`src/rtl/fsx_params.svh`:
```
// Constants of the flux sensor serial port, filter and trim block.
//------------------------------------------------------------------
//------------------------------------------------------------------
`ifndef FSX_PARAMS_SVH
`define FSX_PARAMS_SVH
`define FSX_CLK_MHZ       25
`define FSX_CONV_US       96
`define FSX_CONV_CYC      (`FSX_CONV_US * `FSX_CLK_MHZ)
`define FSX_CMD_BITS      16
`define FSX_ZERO_CODE     12'h800
`define FSX_GAIN_BASE     8'h60
`define FSX_FRAC          7
`define FSX_OFS_RAW       4'h0
`define FSX_OFS_STATUS    4'h4
`define FSX_OFS_STORED    4'h8
`define FSX_OFS_RESULT    4'hC
`define FSX_ST_PEND_BIT   9
`define FSX_ST_SEL_BIT    10
`endif

```
`src/rtl/fsx_pkg.sv`:
```
// Types and helpers shared by the flux sensor block.
package fsx_pkg;
    // Filter code and gain code travel together.
    typedef struct packed {
        logic [2:0] filter_select;
        logic [5:0] gain_trim;
    } fsx_cfg_t;

    // Conversion timer states.
    typedef enum logic {CV_IDLE, CV_WAIT} fsx_cv_state_t;

    // Falling edge of a synchronised level.
    function automatic logic fsx_fall(input logic cur, input logic prev);
        return prev & ~cur;
    endfunction

    // Rising edge of a synchronised level.
    function automatic logic fsx_rise(input logic cur, input logic prev);
        return cur & ~prev;
    endfunction
endpackage : fsx_pkg

```
`src/rtl/fsx_top.sv`:
```
// Serial port, trim memory, conversion timing and register slave.
`include "fsx_params.svh"
module fsx_top (
    // Clock and reset.
    input  wire logic        CLOCK_I,
    input  wire logic        ARST_N_I,
    // Blank state of the permanent trim memory (factory only).
    input  wire logic        OTP_BLANK_N_I,
    // Serial link from the host.
    input  wire logic        SELECT_N_I,
    input  wire logic        SHIFT_CLK_I,
    input  wire logic        HOST_TO_SENSOR_LINE_I,
    // Serial link to the host, three-state.
    output logic             SENSOR_TO_HOST_LINE_O,
    output logic             SENSOR_TO_HOST_LINE_OE_O,
    // Avalon-MM slave.
    input  wire logic [3:0]  AVS_ADDRESS_I,
    input  wire logic        AVS_READ_I,
    input  wire logic        AVS_WRITE_I,
    input  wire logic [31:0] AVS_WRITEDATA_I,
    input  wire logic [3:0]  AVS_BYTEENABLE_I,
    output logic [31:0]      AVS_READDATA_O,
    output logic             AVS_WAITREQUEST_O
);
    localparam int CONV_CYC = `FSX_CONV_CYC;
    localparam int CONV_SEEN = CONV_CYC + 1;

    //--------------------------------------------------------------
    // Pin synchronisers
    //--------------------------------------------------------------
    logic sel_n_m_ff;
    logic sel_n_s_ff;
    logic sel_n_d_ff;
    logic sck_m_ff;
    logic sck_s_ff;
    logic sck_d_ff;
    logic sdi_m_ff;
    logic sdi_s_ff;
    logic sel_fall;
    logic sel_rise;
    logic sck_rise;
    logic sck_fall;

    // Two stages per pin, a third for edges; all three pins share the
    // same delay so data lines up with its clock edge.
    always_ff @(posedge CLOCK_I or negedge ARST_N_I) begin
        if (!ARST_N_I) begin
            sel_n_m_ff <= 1'b1;
            sel_n_s_ff <= 1'b1;
            sel_n_d_ff <= 1'b1;
            sck_m_ff   <= 1'b0;
            sck_s_ff   <= 1'b0;
            sck_d_ff   <= 1'b0;
            sdi_m_ff   <= 1'b0;
            sdi_s_ff   <= 1'b0;
        end else begin
            sel_n_m_ff <= SELECT_N_I;
            sel_n_s_ff <= sel_n_m_ff;
            sel_n_d_ff <= sel_n_s_ff;
            sck_m_ff   <= SHIFT_CLK_I;
            sck_s_ff   <= sck_m_ff;
            sck_d_ff   <= sck_s_ff;
            sdi_m_ff   <= HOST_TO_SENSOR_LINE_I;
            sdi_s_ff   <= sdi_m_ff;
        end
    end

    assign sel_fall = fsx_pkg::fsx_fall(sel_n_s_ff, sel_n_d_ff);
    assign sel_rise = fsx_pkg::fsx_rise(sel_n_s_ff, sel_n_d_ff);
    assign sck_rise = fsx_pkg::fsx_rise(sck_s_ff, sck_d_ff);
    assign sck_fall = fsx_pkg::fsx_fall(sck_s_ff, sck_d_ff);

    //--------------------------------------------------------------
    // Command receiver
    //--------------------------------------------------------------
    logic        sel_ff;
    logic [15:0] cmd_ff;
    logic [4:0]  cnt_ff;
    logic        cmd_ok;
    logic        apply;

    // Selection window follows the synchronised select level.
    always_ff @(posedge CLOCK_I or negedge ARST_N_I) begin
        if (!ARST_N_I) begin
            sel_ff <= 1'b0;
        end else if (sel_fall) begin
            sel_ff <= 1'b1;
        end else if (sel_rise) begin
            sel_ff <= 1'b0;
        end
    end

    // Bits enter MSB first at rising shift edges inside the window.
    // The count saturates so an overlong frame never wraps to a legal size.
    always_ff @(posedge CLOCK_I or negedge ARST_N_I) begin
        if (!ARST_N_I) begin
            cmd_ff <= '0;
            cnt_ff <= '0;
        end else if (sel_fall) begin
            cnt_ff <= '0;
        end else if (sel_ff && sck_rise) begin
            cmd_ff <= {cmd_ff[14:0], sdi_s_ff};
            if (cnt_ff != 5'h1F) begin
                cnt_ff <= cnt_ff + 5'h01;
            end
        end
    end

    // A write is exactly 16 bits with the 10 prefix and zero padding;
    // a leading zero makes the frame a read and nothing is applied.
    assign cmd_ok = cnt_ff == 5'(`FSX_CMD_BITS) && cmd_ff[15:14] == 2'b10
                    && cmd_ff[4:1] == 4'h0;
    assign apply = sel_rise && sel_ff && cmd_ok;

    //--------------------------------------------------------------
    // Trim settings and permanent memory
    //--------------------------------------------------------------
    fsx_pkg::fsx_cfg_t active_ff;
    fsx_pkg::fsx_cfg_t stored_ff;
    fsx_pkg::fsx_cfg_t pend_cfg_ff;
    fsx_pkg::fsx_cfg_t cmd_cfg;
    logic              pend_ff;
    logic              boot_ff;

    // Filter code sits in bits 13:11, gain code in bits 10:5.
    assign cmd_cfg = fsx_pkg::fsx_cfg_t'(cmd_ff[13:5]);

    // Stored bits survive the block reset; only the blank input clears
    // them, standing in for unprogrammed cells.
    always_ff @(posedge CLOCK_I or negedge OTP_BLANK_N_I) begin
        if (!OTP_BLANK_N_I) begin
            stored_ff <= '0;
        end else if (ARST_N_I && sel_fall && pend_ff) begin
            stored_ff <= stored_ff | pend_cfg_ff;
        end
    end

    // A burn waits for the next frame start to strike the cells.
    always_ff @(posedge CLOCK_I or negedge ARST_N_I) begin
        if (!ARST_N_I) begin
            pend_ff     <= 1'b0;
            pend_cfg_ff <= '0;
        end else if (apply && cmd_ff[0]) begin
            pend_ff     <= 1'b1;
            pend_cfg_ff <= cmd_cfg;
        end else if (sel_fall) begin
            pend_ff <= 1'b0;
        end
    end

    // Settings clear at reset, then reload from the cells once.
    always_ff @(posedge CLOCK_I or negedge ARST_N_I) begin
        if (!ARST_N_I) begin
            active_ff <= '0;
            boot_ff   <= 1'b0;
        end else if (!boot_ff) begin
            active_ff <= stored_ff;
            boot_ff   <= 1'b1;
        end else if (apply) begin
            active_ff <= cmd_cfg;
        end
    end

    //--------------------------------------------------------------
    // Conversion timing and filter
    //--------------------------------------------------------------
    fsx_pkg::fsx_cv_state_t cv_state_ff;
    logic [11:0] cv_cnt_ff;
    logic [11:0] raw_ff;
    logic [11:0] held_ff;
    logic        step_ff;
    logic [11:0] filt_result;

    // Sample held at select fall, converted a fixed time later.
    always_ff @(posedge CLOCK_I or negedge ARST_N_I) begin
        if (!ARST_N_I) begin
            cv_state_ff <= fsx_pkg::CV_IDLE;
            cv_cnt_ff   <= '0;
            held_ff     <= '0;
            step_ff     <= 1'b0;
        end else begin
            step_ff <= 1'b0;
            if (sel_fall) begin
                cv_state_ff <= fsx_pkg::CV_WAIT;
                cv_cnt_ff   <= '0;
                held_ff     <= raw_ff;
            end else begin
                unique case (cv_state_ff)
                    fsx_pkg::CV_IDLE: begin
                        cv_cnt_ff <= '0;
                    end
                    fsx_pkg::CV_WAIT: begin
                        cv_cnt_ff <= cv_cnt_ff + 12'h001;
                        if (cv_cnt_ff == 12'(CONV_CYC - 1)) begin
                            step_ff     <= 1'b1;
                            cv_state_ff <= fsx_pkg::CV_IDLE;
                        end
                    end
                endcase
            end
        end
    end

    fsx_filter #(
        .W(12)
    ) u_filter (
        .clk_i    (CLOCK_I),
        .arst_n_i (ARST_N_I),
        .step_i   (step_ff),
        .sample_i (held_ff),
        .cfg_i    (active_ff),
        .result_o (filt_result)
    );

    //--------------------------------------------------------------
    // Output shifter
    //--------------------------------------------------------------
    logic [11:0] out_sh_ff;

    // Loaded at select fall with the last result, moved at falls.
    always_ff @(posedge CLOCK_I or negedge ARST_N_I) begin
        if (!ARST_N_I) begin
            out_sh_ff <= '0;
        end else if (sel_fall) begin
            out_sh_ff <= filt_result;
        end else if (sel_ff && sck_fall) begin
            out_sh_ff <= {out_sh_ff[10:0], 1'b0};
        end
    end

    assign SENSOR_TO_HOST_LINE_O    = out_sh_ff[11];
    assign SENSOR_TO_HOST_LINE_OE_O = sel_ff;

    //--------------------------------------------------------------
    // Avalon-MM slave
    //--------------------------------------------------------------
    logic        ack_ff;
    logic        req;
    logic [31:0] rdata_ff;

    // One wait cycle per access keeps read data registered.
    assign req = AVS_READ_I | AVS_WRITE_I;
    assign AVS_WAITREQUEST_O = req & ~ack_ff;
    assign AVS_READDATA_O = rdata_ff;

    always_ff @(posedge CLOCK_I or negedge ARST_N_I) begin
        if (!ARST_N_I) begin
            ack_ff   <= 1'b0;
            rdata_ff <= '0;
        end else begin
            ack_ff <= req & ~ack_ff;
            if (AVS_READ_I && !ack_ff) begin
                unique case (AVS_ADDRESS_I)
                    `FSX_OFS_RAW:    rdata_ff <= {20'h00000, raw_ff};
                    `FSX_OFS_STATUS: rdata_ff <= {21'h000000, sel_ff,
                                                  pend_ff, active_ff};
                    `FSX_OFS_STORED: rdata_ff <= {23'h000000, stored_ff};
                    `FSX_OFS_RESULT: rdata_ff <= {20'h00000, filt_result};
                    default:         rdata_ff <= '0;
                endcase
            end
        end
    end

    // Converter input word; mid scale stands for zero field.
    always_ff @(posedge CLOCK_I or negedge ARST_N_I) begin
        if (!ARST_N_I) begin
            raw_ff <= `FSX_ZERO_CODE;
        end else if (AVS_WRITE_I && ack_ff
                     && AVS_ADDRESS_I == `FSX_OFS_RAW) begin
            if (AVS_BYTEENABLE_I[0]) begin
                raw_ff[7:0] <= AVS_WRITEDATA_I[7:0];
            end
            if (AVS_BYTEENABLE_I[1]) begin
                raw_ff[11:8] <= AVS_WRITEDATA_I[11:8];
            end
        end
    end

    //--------------------------------------------------------------
    // Checks
    //--------------------------------------------------------------
    logic [12:0] since_ff;

    // Cycles since the last select fall, saturating.
    always_ff @(posedge CLOCK_I or negedge ARST_N_I) begin
        if (!ARST_N_I) begin
            since_ff <= '0;
        end else if (sel_fall) begin
            since_ff <= 13'h0001;
        end else if (since_ff != 13'h1FFF) begin
            since_ff <= since_ff + 13'h0001;
        end
    end

    AST_HIZ_DESEL: assert property (@(posedge CLOCK_I) disable iff (!ARST_N_I)
        sel_n_s_ff && sel_n_d_ff |-> !SENSOR_TO_HOST_LINE_OE_O)
        else $error("Output driven while deselected");
    AST_OUT_AT_FALL: assert property (@(posedge CLOCK_I) disable iff (!ARST_N_I)
        sel_ff && $past(sel_ff) && $changed(out_sh_ff) |-> $past(sck_fall))
        else $error("Output moved without a shift falling edge");
    AST_IGNORE_IDLE: assert property (@(posedge CLOCK_I) disable iff (!ARST_N_I)
        !sel_ff && !$past(sel_ff) |-> $stable(cmd_ff) && $stable(cnt_ff))
        else $error("Receiver moved while deselected");
    AST_SAMPLE_RISE: assert property (@(posedge CLOCK_I) disable iff (!ARST_N_I)
        sel_ff && sck_rise && !sel_fall |=> cmd_ff[0] == $past(sdi_s_ff))
        else $error("Input bit not captured at rising edge");
    AST_STICKY: assert property (@(posedge CLOCK_I)
        disable iff (!ARST_N_I || !OTP_BLANK_N_I)
        ($past(stored_ff) & ~stored_ff) == 9'h000)
        else $error("Programmed bit returned to zero");
    AST_BURN_EDGE: assert property (@(posedge CLOCK_I)
        disable iff (!ARST_N_I || !OTP_BLANK_N_I)
        $changed(stored_ff) |-> $past(sel_fall) && $past(pend_ff))
        else $error("Programming outside the following frame start");
    AST_CONV_TIME: assert property (@(posedge CLOCK_I) disable iff (!ARST_N_I)
        step_ff |-> since_ff == 13'(CONV_SEEN))
        else $error("Conversion not at the fixed delay");
    AST_LOAD_FALL: assert property (@(posedge CLOCK_I) disable iff (!ARST_N_I)
        sel_fall |=> out_sh_ff == $past(filt_result) ##1 SENSOR_TO_HOST_LINE_OE_O)
        else $error("Result not loaded at select fall");
    AST_PREVIEW: assert property (@(posedge CLOCK_I) disable iff (!ARST_N_I)
        apply && boot_ff && !cmd_ff[0] |=> active_ff == $past(cmd_cfg)
        && !pend_ff)
        else $error("Preview write not applied");

    // Settings reload once per reset and refused frames leave them.
    AST_RELOAD: assert property (@(posedge CLOCK_I) disable iff (!ARST_N_I)
        $rose(boot_ff) |-> active_ff == $past(stored_ff))
        else $error("Settings not reloaded from the cells");
    AST_REFUSE: assert property (@(posedge CLOCK_I) disable iff (!ARST_N_I)
        sel_rise && boot_ff && !cmd_ok |=> $stable(active_ff))
        else $error("Refused frame changed the settings");

    COV_READ: cover property (@(posedge CLOCK_I) disable iff (!ARST_N_I)
        sel_fall ##[1:1000] sck_fall);
    COV_PREVIEW: cover property (@(posedge CLOCK_I) disable iff (!ARST_N_I)
        apply && !cmd_ff[0]);
    COV_BURN: cover property (@(posedge CLOCK_I) disable iff (!ARST_N_I)
        pend_ff && sel_fall);
    COV_STEP: cover property (@(posedge CLOCK_I) disable iff (!ARST_N_I)
        step_ff && active_ff.filter_select != 3'h0);
    COV_RELOAD: cover property (@(posedge CLOCK_I) disable iff (!ARST_N_I)
        $rose(boot_ff) && stored_ff != 9'h000);
endmodule // fsx_top

```
`src/rtl/fsx_filter.sv`:
```
// Gain trim and first-order averaging filter for one sample.
`include "fsx_params.svh"
module fsx_filter #(
    parameter int W = 12
) (
    input  wire logic             clk_i,
    input  wire logic             arst_n_i,
    // One strobe per converted sample.
    input  wire logic             step_i,
    input  wire logic [W-1:0]     sample_i,
    input  wire fsx_pkg::fsx_cfg_t cfg_i,
    // Filtered result.
    output logic [W-1:0]          result_o
);
    localparam int AW = W + `FSX_FRAC;

    logic [AW-1:0]  acc_ff;
    logic [W-1:0]   gained;
    logic [AW:0]    diff;
    logic [AW:0]    nxt_acc;

    // Sensitivity is (96 + code) / 128 around mid scale, so each code
    // step is 1/128 and the span is about 0.75 to 1.24.
    always_comb begin
        logic signed [W:0]    dev;
        logic signed [W+9:0]  prod;
        logic signed [W+9:0]  sum;
        dev = $signed({1'b0, sample_i}) - $signed({1'b0, `FSX_ZERO_CODE});
        prod = dev * $signed({2'b00, `FSX_GAIN_BASE + {2'b00, cfg_i.gain_trim}});
        sum = (prod >>> `FSX_FRAC) + $signed({10'h000, `FSX_ZERO_CODE});
        if (sum < 0) begin
            gained = '0;
        end else if (sum > $signed({10'h000, {W{1'b1}}})) begin
            gained = {W{1'b1}};
        end else begin
            gained = sum[W-1:0];
        end
    end

    // Weight 2^-code: acc += (x - acc) >>> code, exact at code zero.
    assign diff = {1'b0, gained, {`FSX_FRAC{1'b0}}} - {1'b0, acc_ff};
    // Both terms are signed so a falling input shifts in copies of the sign.
    assign nxt_acc = $signed({1'b0, acc_ff})
                     + ($signed(diff) >>> cfg_i.filter_select);

    // The accumulator moves only per sample; a code change leaves it.
    always_ff @(posedge clk_i or negedge arst_n_i) begin
        if (!arst_n_i) begin
            acc_ff <= '0;
        end else if (step_i) begin
            acc_ff <= nxt_acc[AW-1:0];
        end
    end

    assign result_o = acc_ff[AW-1:`FSX_FRAC];

    AST_FILT_PASS: assert property (@(posedge clk_i) disable iff (!arst_n_i)
        step_i && cfg_i.filter_select == 3'h0 |=> result_o == $past(gained))
        else $error("Unfiltered code did not pass the sample through");
    AST_FILT_HOLD: assert property (@(posedge clk_i) disable iff (!arst_n_i)
        !step_i |=> $stable(acc_ff))
        else $error("Filter memory moved without a sample");
endmodule // fsx_filter

```
`config.mk`:
```
export PLATFORM = sky130hd
export DESIGN_NAME = fsx_top
export DESIGN_NICKNAME = d
export VERILOG_FILES = /design/src/rtl/fsx_pkg.sv /design/src/rtl/fsx_top.sv /design/src/rtl/fsx_filter.sv
export VERILOG_INCLUDE_DIRS = /design/src /design/src/rtl
export SDC_FILE = /design/constraint.sdc
export NUM_CORES = 1
export LEC_CHECK = 0
export ABC_AREA = 1
export BUFFER_PORTS_ARGS = -buffer_cell sky130_fd_sc_hd__buf_4
export CAP_MARGIN = 20
export CORE_MARGIN = 3
export CORE_UTILIZATION = 63
export CTS_CLUSTER_DIAMETER = 40
export DETAILED_ROUTE_END_ITERATION = 16
export PLACE_DENSITY_LB_ADDON = 0.15
export SLEW_MARGIN = 5
export SYNTH_ARGS = -nofsm -noshare
export SYNTH_HDL_FRONTEND = slang
export SYNTH_HIERARCHICAL = 1
export SYNTH_SLANG_ARGS = --single-unit
```
`constraint.sdc`:
```
create_clock -name CLOCK_I -period 9.2 [get_ports CLOCK_I]
set_clock_uncertainty 0.15 [all_clocks]
set_input_delay 1.84 -clock CLOCK_I [delete_from_list [all_inputs] [get_ports CLOCK_I]]
set_output_delay 1.84 -clock CLOCK_I [all_outputs]
set_load 0.03 [all_outputs]
```
# --- Word level (Yosys, flattened, before mapping) ---
# Cells that the tools add are included.
totals:
  regBits: 161
  inputBits: 48
  out_inout_bits: 35
classes:
  n_addsub: 7
  mul: 1
  order_cmp: 2
  n_eq_ne: 8
  shifts: 1
  n_mux: 22
  bitwise_logic: 14
  reduce_logical: 24
op_table:
  columns: ["cell", "n"]
  rows:
  - ["$mux 12", 5]
  - ["$pmux 12 s4", 1]
  - ["$pmux 12 s2", 1]
  - ["$mul 13x9->22", 1]
  - ["$sshr 20x3->19", 1]
  - ["$sub 19x19->20", 1]
  - ["$add 19x19->19", 1]
  - ["$mux 9", 2]
  - ["$add 15x13->16 const B", 1]
  - ["$gt 16x13->1 const B", 1]
  - ["$lt 16x1->1 const B", 1]
  - ["$mux 5", 3]
  - ["$sub 12x12->13 const B", 1]
  - ["$add 12x1->12 const B", 1]
  - ["$eq 12x12->1 const B", 1]
  - ["$logic_and 1x1->1", 12]
  - ["$mux 1", 10]
  - ["$reduce_bool 2->1", 5]
  - ["$or 9x9->9", 1]
  - ["$add 7x6->8 const A", 1]
  - ["$eq 4x4->1 const B", 2]
  - ["$logic_not 4->1", 2]
  - ["$reduce_and 2->1", 4]
  - ["$not 1->1", 7]
  - ["9 further kinds", 13]

# --- Longest topological paths before layout ---
logic_depth:
  word_depth: 9
  mapped_depth: 54
  ltp_nobuf: 52

# --- Modules after synthesis ---
# Netlist, hierarchy kept.
modules_own_cells:
  columns: ["module", "n_inst", "cells_each", "area_per_inst_um2"]
  rows:
  - ["fsx_filter", 1, 1052, 6960.4]
  - ["fsx_top", 1, 667, 5556.6]

# --- Worst setup path before layout ---
# Ideal clock, no wire load.
synth_path:
  kind: "register -> register"
  from: "reg active_ff[0] (netlist name)"
  to: "reg u_filter.acc_ff[13]"
  setup_ns: 0.132
  arrival_ns: 7.913
  t_required_ns: 8.918
  path_slack_ns: 1.005
  stages_incl_launch_ff: 50
  synth_period_minus_slack_ns: 8.195
  path_cell_list: "dfrtp_1 clkbuf_1 nand2_1 inv_1 fa_1 inv_1 fa_1 inv_1 fa_1 inv_1 fa_1 inv_1 ha_1 nand2_1 nor4_4 nand2_4 nand2_2 nand2_2 [14 not listed] nand2_1 a211o_1 nand3_1 nand3_1 nand3_1 o21ai_1 ha_1 a21oi_1 o21ai_0 inv_1 nand2_1 a31oi_1 o21ai_0 nand2_1 nand2_1 or2_2 nand3_1 o21ai_0"
synth_between:
  elab_chain_cells: 9
  word_cells_on_any_way: 10
  cone_classes: "4 x add/sub; 1 x mul; 2 x order compare; 1 x shift; 2 x mux"
synth_lines:
  columns: ["element", "line_no", "text"]
  rows:
  - ["start: declaration", "fsx_top.sv:118", "fsx_pkg::fsx_cfg_t active_ff;"]
  - ["start signal: assignment", "fsx_top.sv:157", "active_ff <= stored_ff;"]
  - ["start signal: assignment", "fsx_top.sv:160", "active_ff <= cmd_cfg;"]
  - ["$add 7x6->8 (no line) (*)", null, null]
  - ["$mul 13x9->22 (*)", "fsx_filter.sv:29", "prod = dev * $signed({2'b00, `FSX_GAIN_BASE + {2'b00, cfg_i.gain_trim}});"]
  - ["$add 15x13->16 (*)", "fsx_filter.sv:30", "sum = (prod >>> `FSX_FRAC) + $signed({10'h000, `FSX_ZERO_CODE});"]
  - ["$gt 16x13->1", "fsx_filter.sv:33", "end else if (sum > $signed({10'h000, {W{1'b1}}})) begin"]
  - ["$mux 12", "fsx_filter.sv:33", null]
  - ["$mux 12 (*)", "fsx_filter.sv:31", "if (sum < 0) begin"]
  - ["$sub 19x19->20 (*)", "fsx_filter.sv:41", "assign diff = {1'b0, gained, {`FSX_FRAC{1'b0}}} - {1'b0, acc_ff};"]
  - ["$sshr 20x3->19 (*)", "fsx_filter.sv:44", "+ ($signed(diff) >>> cfg_i.filter_select);"]
  - ["$add 19x19->19 (*)", "fsx_filter.sv:44", null]
  - ["end signal: assignment", "fsx_filter.sv:51", "acc_ff <= nxt_acc[AW-1:0];"]
  - ["end: declaration", "fsx_filter.sv:17", "logic [AW-1:0] acc_ff;"]
# Every way passes the cells marked *; elsewhere a longest branch is shown, timed or not.
# A chain may end at the register's enable or synchronous reset.

# --- Final worst setup path ---
layout_path:
  from: "reg held_ff[11]"
  to: "reg u_filter.acc_ff[13]"
layout_between:
  elab_chain_cells: 9
  word_cells_on_any_way: 10
  cone_classes: "4 x add/sub; 1 x mul; 2 x order compare; 1 x shift; 2 x mux"
layout_lines:
  columns: ["element", "line_no", "text"]
  rows:
  - ["start: declaration", "fsx_top.sv:170", "logic [11:0] held_ff;"]
  - ["start signal: assignment", "fsx_top.sv:186", "held_ff <= raw_ff;"]
  - ["$sub 12x12->13 (*)", "fsx_filter.sv:28", "dev = $signed({1'b0, sample_i}) - $signed({1'b0, `FSX_ZERO_CODE});"]
  - ["$mul 13x9->22 (*)", "fsx_filter.sv:29", null]
  - ["$add 15x13->16 (*)", "fsx_filter.sv:30", null]
  - ["$gt 16x13->1", "fsx_filter.sv:33", null]
  - ["$mux 12", "fsx_filter.sv:33", null]
  - ["$mux 12 (*)", "fsx_filter.sv:31", null]
  - ["$sub 19x19->20 (*)", "fsx_filter.sv:41", null]
  - ["$sshr 20x3->19 (*)", "fsx_filter.sv:44", null]
  - ["$add 19x19->19 (*)", "fsx_filter.sv:44", null]
# Marks and branches as above.

==> flow_summary.html <==
<table>
<tr><th>Metric</th><th>Value</th></tr>
<tr><th colspan="2">Timing</th></tr>
<tr><td>Top achievable clock speed</td><td>about 110 MHz</td></tr>
<tr><td>Portion of the clock cycle consumed by the worst path in the final layout</td><td>94.91%</td></tr>
<tr><td>Slew at the pin closest to its max-slew limit</td><td>~950 ps</td></tr>
<tr><td>Slew Viols, Final</td><td>0</td></tr>
<tr><td>Minimum period implied by the final worst setup slack</td><td>between 8000 and 9000 ps</td></tr>
<tr><td>Count of endpoints failing hold in the final timing report</td><td>0</td></tr>
<tr><td>Max-Slew Margin vs Limit</td><td>36.33%</td></tr>
<tr><td>Final setup vio count</td><td>0</td></tr>
<tr><th colspan="2">Clocking</th></tr>
<tr><td>Clk sinks</td><td>roughly 140</td></tr>
<tr><td>Maximum count of clock buffers along a single path</td><td>2</td></tr>
<tr><td>TritonCTS clock tree</td><td>done</td></tr>
<tr><td>Clock latency on the worst-skew pair</td><td>430 ps</td></tr>
<tr><td>Number of hold-repair buffers added at the cts stage</td><td>0</td></tr>
<tr><td>Root buffer cell</td><td>sky130_fd_sc_hd__clkbuf_16</td></tr>
<tr><td>Clock buffer count from CTS</td><td>17</td></tr>
<tr><td>Clock H-tree levels</td><td>4</td></tr>
<tr><td>Clock slew at the register clock pins of the worst setup and hold paths</td><td>~80 ps</td></tr>
<tr><th colspan="2">Routing</th></tr>
<tr><td>Routed WL per cell</td><td>between 15 and 20 um</td></tr>
<tr><td>DRC violation count after routing</td><td>0</td></tr>
<tr><td>Routed vias/inst</td><td>5.579</td></tr>
<tr><td>Routed wire length</td><td>about 32,000 um</td></tr>
<tr><td>Vias</td><td>about 11,000</td></tr>
<tr><td>Violation count after the first detailed-routing iteration</td><td>roughly 920</td></tr>
<tr><td>Number of detailed-route iterations in the first pass</td><td>5</td></tr>
<tr><td>Post-route ant nets</td><td>0</td></tr>
<tr><th colspan="2">Finish</th></tr>
<tr><td>Synth-to-layout area growth</td><td>10.80%</td></tr>
<tr><td>Final net count</td><td>1,942</td></tr>
<tr><td># diodes</td><td>0</td></tr>
<tr><td>Post-layout util</td><td>slightly above 70%</td></tr>
<tr><td>Number of fillers in the final layout</td><td>1,534</td></tr>
<tr><td>Share of post-route cells with drive strength above 1</td><td>12.12%</td></tr>
<tr><th colspan="2">Die</th></tr>
<tr><td>Height of the die</td><td>~150 um</td></tr>
<tr><td>I/O pin count</td><td>83</td></tr>
<tr><td>Area enclosed by the die boundary</td><td>0.02160 mm^2</td></tr>
<tr><td>Initial Utilization</td><td>roughly two thirds</td></tr>
<tr><td>CORE AREA</td><td>around 0.019 mm^2</td></tr>
<tr><td>Number of rows in the core area</td><td>50</td></tr>
<tr><td>Width of the die</td><td>around 150 um</td></tr>
<tr><th colspan="2">GRT</th></tr>
<tr><td>Total congestion overflow after global routing</td><td>0</td></tr>
<tr><td>First-pass GRT wire length</td><td>52,320 um</td></tr>
<tr><td>Largest net degree at the start of global routing</td><td>around 70</td></tr>
<tr><td>Total routing usage reported by global routing</td><td>between 20% and 30%</td></tr>
<tr><td>Initial antenna violation count</td><td>0</td></tr>
<tr><td>Via count of the first global-routing pass</td><td>roughly 11,000</td></tr>
<tr><th colspan="2">Place</th></tr>
<tr><td>Port buffer count</td><td>40</td></tr>
<tr><td>DPL Wire Length</td><td>~23,000 um</td></tr>
<tr><td>Final weighted congestion in routability-driven placement</td><td>0.9208</td></tr>
<tr><th colspan="2">Logic synthesis</th></tr>
<tr><td>Fraction of post-synthesis cell area in the top cell type by area</td><td>roughly 27%</td></tr>
<tr><td>Largest area contributor in the synthesized netlist</td><td>sky130_fd_sc_hd__dfrtp_1</td></tr>
<tr><td>Seq cells post-synth</td><td>roughly 140</td></tr>
<tr><td>Number of synthesized flops with an enable pin</td><td>0</td></tr>
<tr><td>Count of distinct cell types in the synthesized netlist</td><td>55</td></tr>
<tr><td>Share of synthesized registers carrying an async set or reset</td><td>between 90% and 100%</td></tr>
<tr><td>Most instantiated flip-flop cell in the synthesis netlist</td><td>sky130_fd_sc_hd__dfrtp_1</td></tr>
<tr><td>Synthesized cell area</td><td>0.01252 mm^2</td></tr>
<tr><td>Cell count after synthesis</td><td>1,719</td></tr>
<tr><td>Syn. warnings</td><td>6</td></tr>
<tr><td>Synthesized area per cell</td><td>between 7 and 8 um^2</td></tr>
<tr><td>Top post-synthesis cells by area</td><td>sky130_fd_sc_hd__dfrtp_1 (27%), sky130_fd_sc_hd__nand2_1 (14%), sky130_fd_sc_hd__fa_1 (11%)</td></tr>
<tr><td>Fraction of the yosys area taken by sequential cells</td><td>between 20% and 30%</td></tr>
<tr><th colspan="2">Job</th></tr>
<tr><td>Max Cap Viol</td><td>0</td></tr>
<tr><th colspan="2">Worst setup path</th></tr>
<tr><td>Arr. time, crit path</td><td>~8900 ps</td></tr>
<tr><td>Top cell family by delay on the critical path</td><td>adder cells</td></tr>
<tr><td>Worst Setup SP</td><td>held_ff[11]</td></tr>
<tr><td>Library cell appearing most often on the critical path</td><td>sky130_fd_sc_hd__nand2_1</td></tr>
<tr><td>Critical path endpoint category</td><td>flop</td></tr>
<tr><td>Beginning of the worst register-to-register path</td><td>held_ff[11]</td></tr>
<tr><td>Worst Setup Path Type</td><td>reg2reg</td></tr>
<tr><td>Slowest stage cell, crit path</td><td>sky130_fd_sc_hd__fa_2</td></tr>
<tr><td>Peak per-stage delay on the critical path</td><td>roughly 650 ps</td></tr>
<tr><td>Required time at the worst-slack endpoint</td><td>9320 ps</td></tr>
<tr><td>Startpoint type of the worst setup path</td><td>flop</td></tr>
<tr><td>Bufs and invs on worst path</td><td>8</td></tr>
<tr><td>Largest fanout on the critical path</td><td>6</td></tr>
<tr><th colspan="2">Worst hold path</th></tr>
<tr><td>Kind of path behind the tightest hold check</td><td>reg2reg</td></tr>
<tr><td>Worst Min Path Start</td><td>sdi_m_ff</td></tr>
<tr><th colspan="2">Outcome</th></tr>
<tr><td>Result of the run</td><td>complete, no violations</td></tr>
</table>
[metrics by stage]
step                      cell area, um^2  hold WS, ps  setup TNS, ps  setup WS (ps)  cells
after global routing                13870        212.1         -164.8         -92.00   2018
after detailed placement            12900        190.3         -9.750         -9.750   1974
final                               13870        203.8              0          468.6   2018
after floorplan                     12590        181.2              0           1005   1738
after CTS                           13520        207.6              0          22.52   2006
after global placement              12900        182.6              0          198.1   1974
[cell usage in the layout, fill, tap and decap left out, types with 32 or more instances in the layout]
master	n
sky130_fd_sc_hd__fa_1	69
sky130_fd_sc_hd__buf_4	74
sky130_fd_sc_hd__dfrtp_1	135
sky130_fd_sc_hd__nand4_1	32
sky130_fd_sc_hd__nor2_1	86
sky130_fd_sc_hd__ha_1	70
sky130_fd_sc_hd__nand3_1	156
sky130_fd_sc_hd__nand2_1	466
sky130_fd_sc_hd__a21oi_1	54
sky130_fd_sc_hd__o21ai_0	100
sky130_fd_sc_hd__inv_1	257
[worst paths after layout]
kind	cells after the start	slack, ps	to
max	49	470	u_filter/acc_ff[13]
min	0	200	sdi_s_ff
max reg2reg	49	470	u_filter/acc_ff[13]
min reg2reg	0	200	sdi_s_ff
max in group asynchronous	2	6380	active_ff[0]
min in group asynchronous	1	1090	stored_ff[7]
[timing repair]
item,in CTS,in global routing
endpoints found under the hold margin,0,0
gates cloned,0,1
endpoints found under the setup margin,3,13
pin swaps,0,17
setup buffers,0,10
gates resized for setup,1,71
[kinds of logic after synthesis]
logic type                 synth area share [%]
other                                   0.08996
DFF                                       28.23
buffers and inverters                     11.92
AOI/OAI and AO/OA                         9.746
xor gates and xnor gates                  2.249
and+or+nand+nor                           28.60
adders and majority gates                 19.09
muxes                                   0.07997
[flip-flops by register name, summed over array words and instances (netlist names), 5 cells and up]
signal,count
AVS_READDATA_O,12
active_ff,9
cmd_ff,16
cnt_ff,5
cv_cnt_ff,12
held_ff,12
out_sh_ff,12
pend_cfg_ff,9
raw_ff,12
stored_ff,9
u_filter/acc_ff,19
[cell type report]
class                      instances  area, um^2  area share (%)
clock buffer                      17       425.4           3.067
clock inverter                    15       192.7           1.389
sequential                       141        3536           25.50
multi-input combinational       1247        7818           56.37
inverter                         262       989.7           7.136
timing repair buffer              76       581.8           4.195
tap                              260       325.3           2.346
[metal layers]
metal | global-route usage [%] | vias to the layer above | routed length (um)
met4 | 9.366 | 0 | 785
met1 | 41.05 | 5300 | 14170
met5 | 0 | - | 0
met3 | 4.072 | 59 | 2006
met2 | 47.89 | 417 | 14640
li1 | - | 5483 | -
[synth_stat cells (15+ instances only)]
cell type / count
sky130_fd_sc_hd__nand2_1: 473
sky130_fd_sc_hd__inv_1: 259
sky130_fd_sc_hd__nand3_1: 156
sky130_fd_sc_hd__dfrtp_1: 137
sky130_fd_sc_hd__o21ai_0: 112
sky130_fd_sc_hd__nor2_1: 93
sky130_fd_sc_hd__ha_1: 79
sky130_fd_sc_hd__a21oi_1: 74
sky130_fd_sc_hd__fa_1: 70
sky130_fd_sc_hd__clkbuf_1: 36
sky130_fd_sc_hd__buf_4: 35
sky130_fd_sc_hd__nand4_1: 32
sky130_fd_sc_hd__xnor2_1: 19
sky130_fd_sc_hd__nand2_2: 18
sky130_fd_sc_hd__a31oi_1: 15
Power is left out: the tool's default activity adds up to more than one toggle a clock period on the data nets, which glitch-free logic cannot reach.
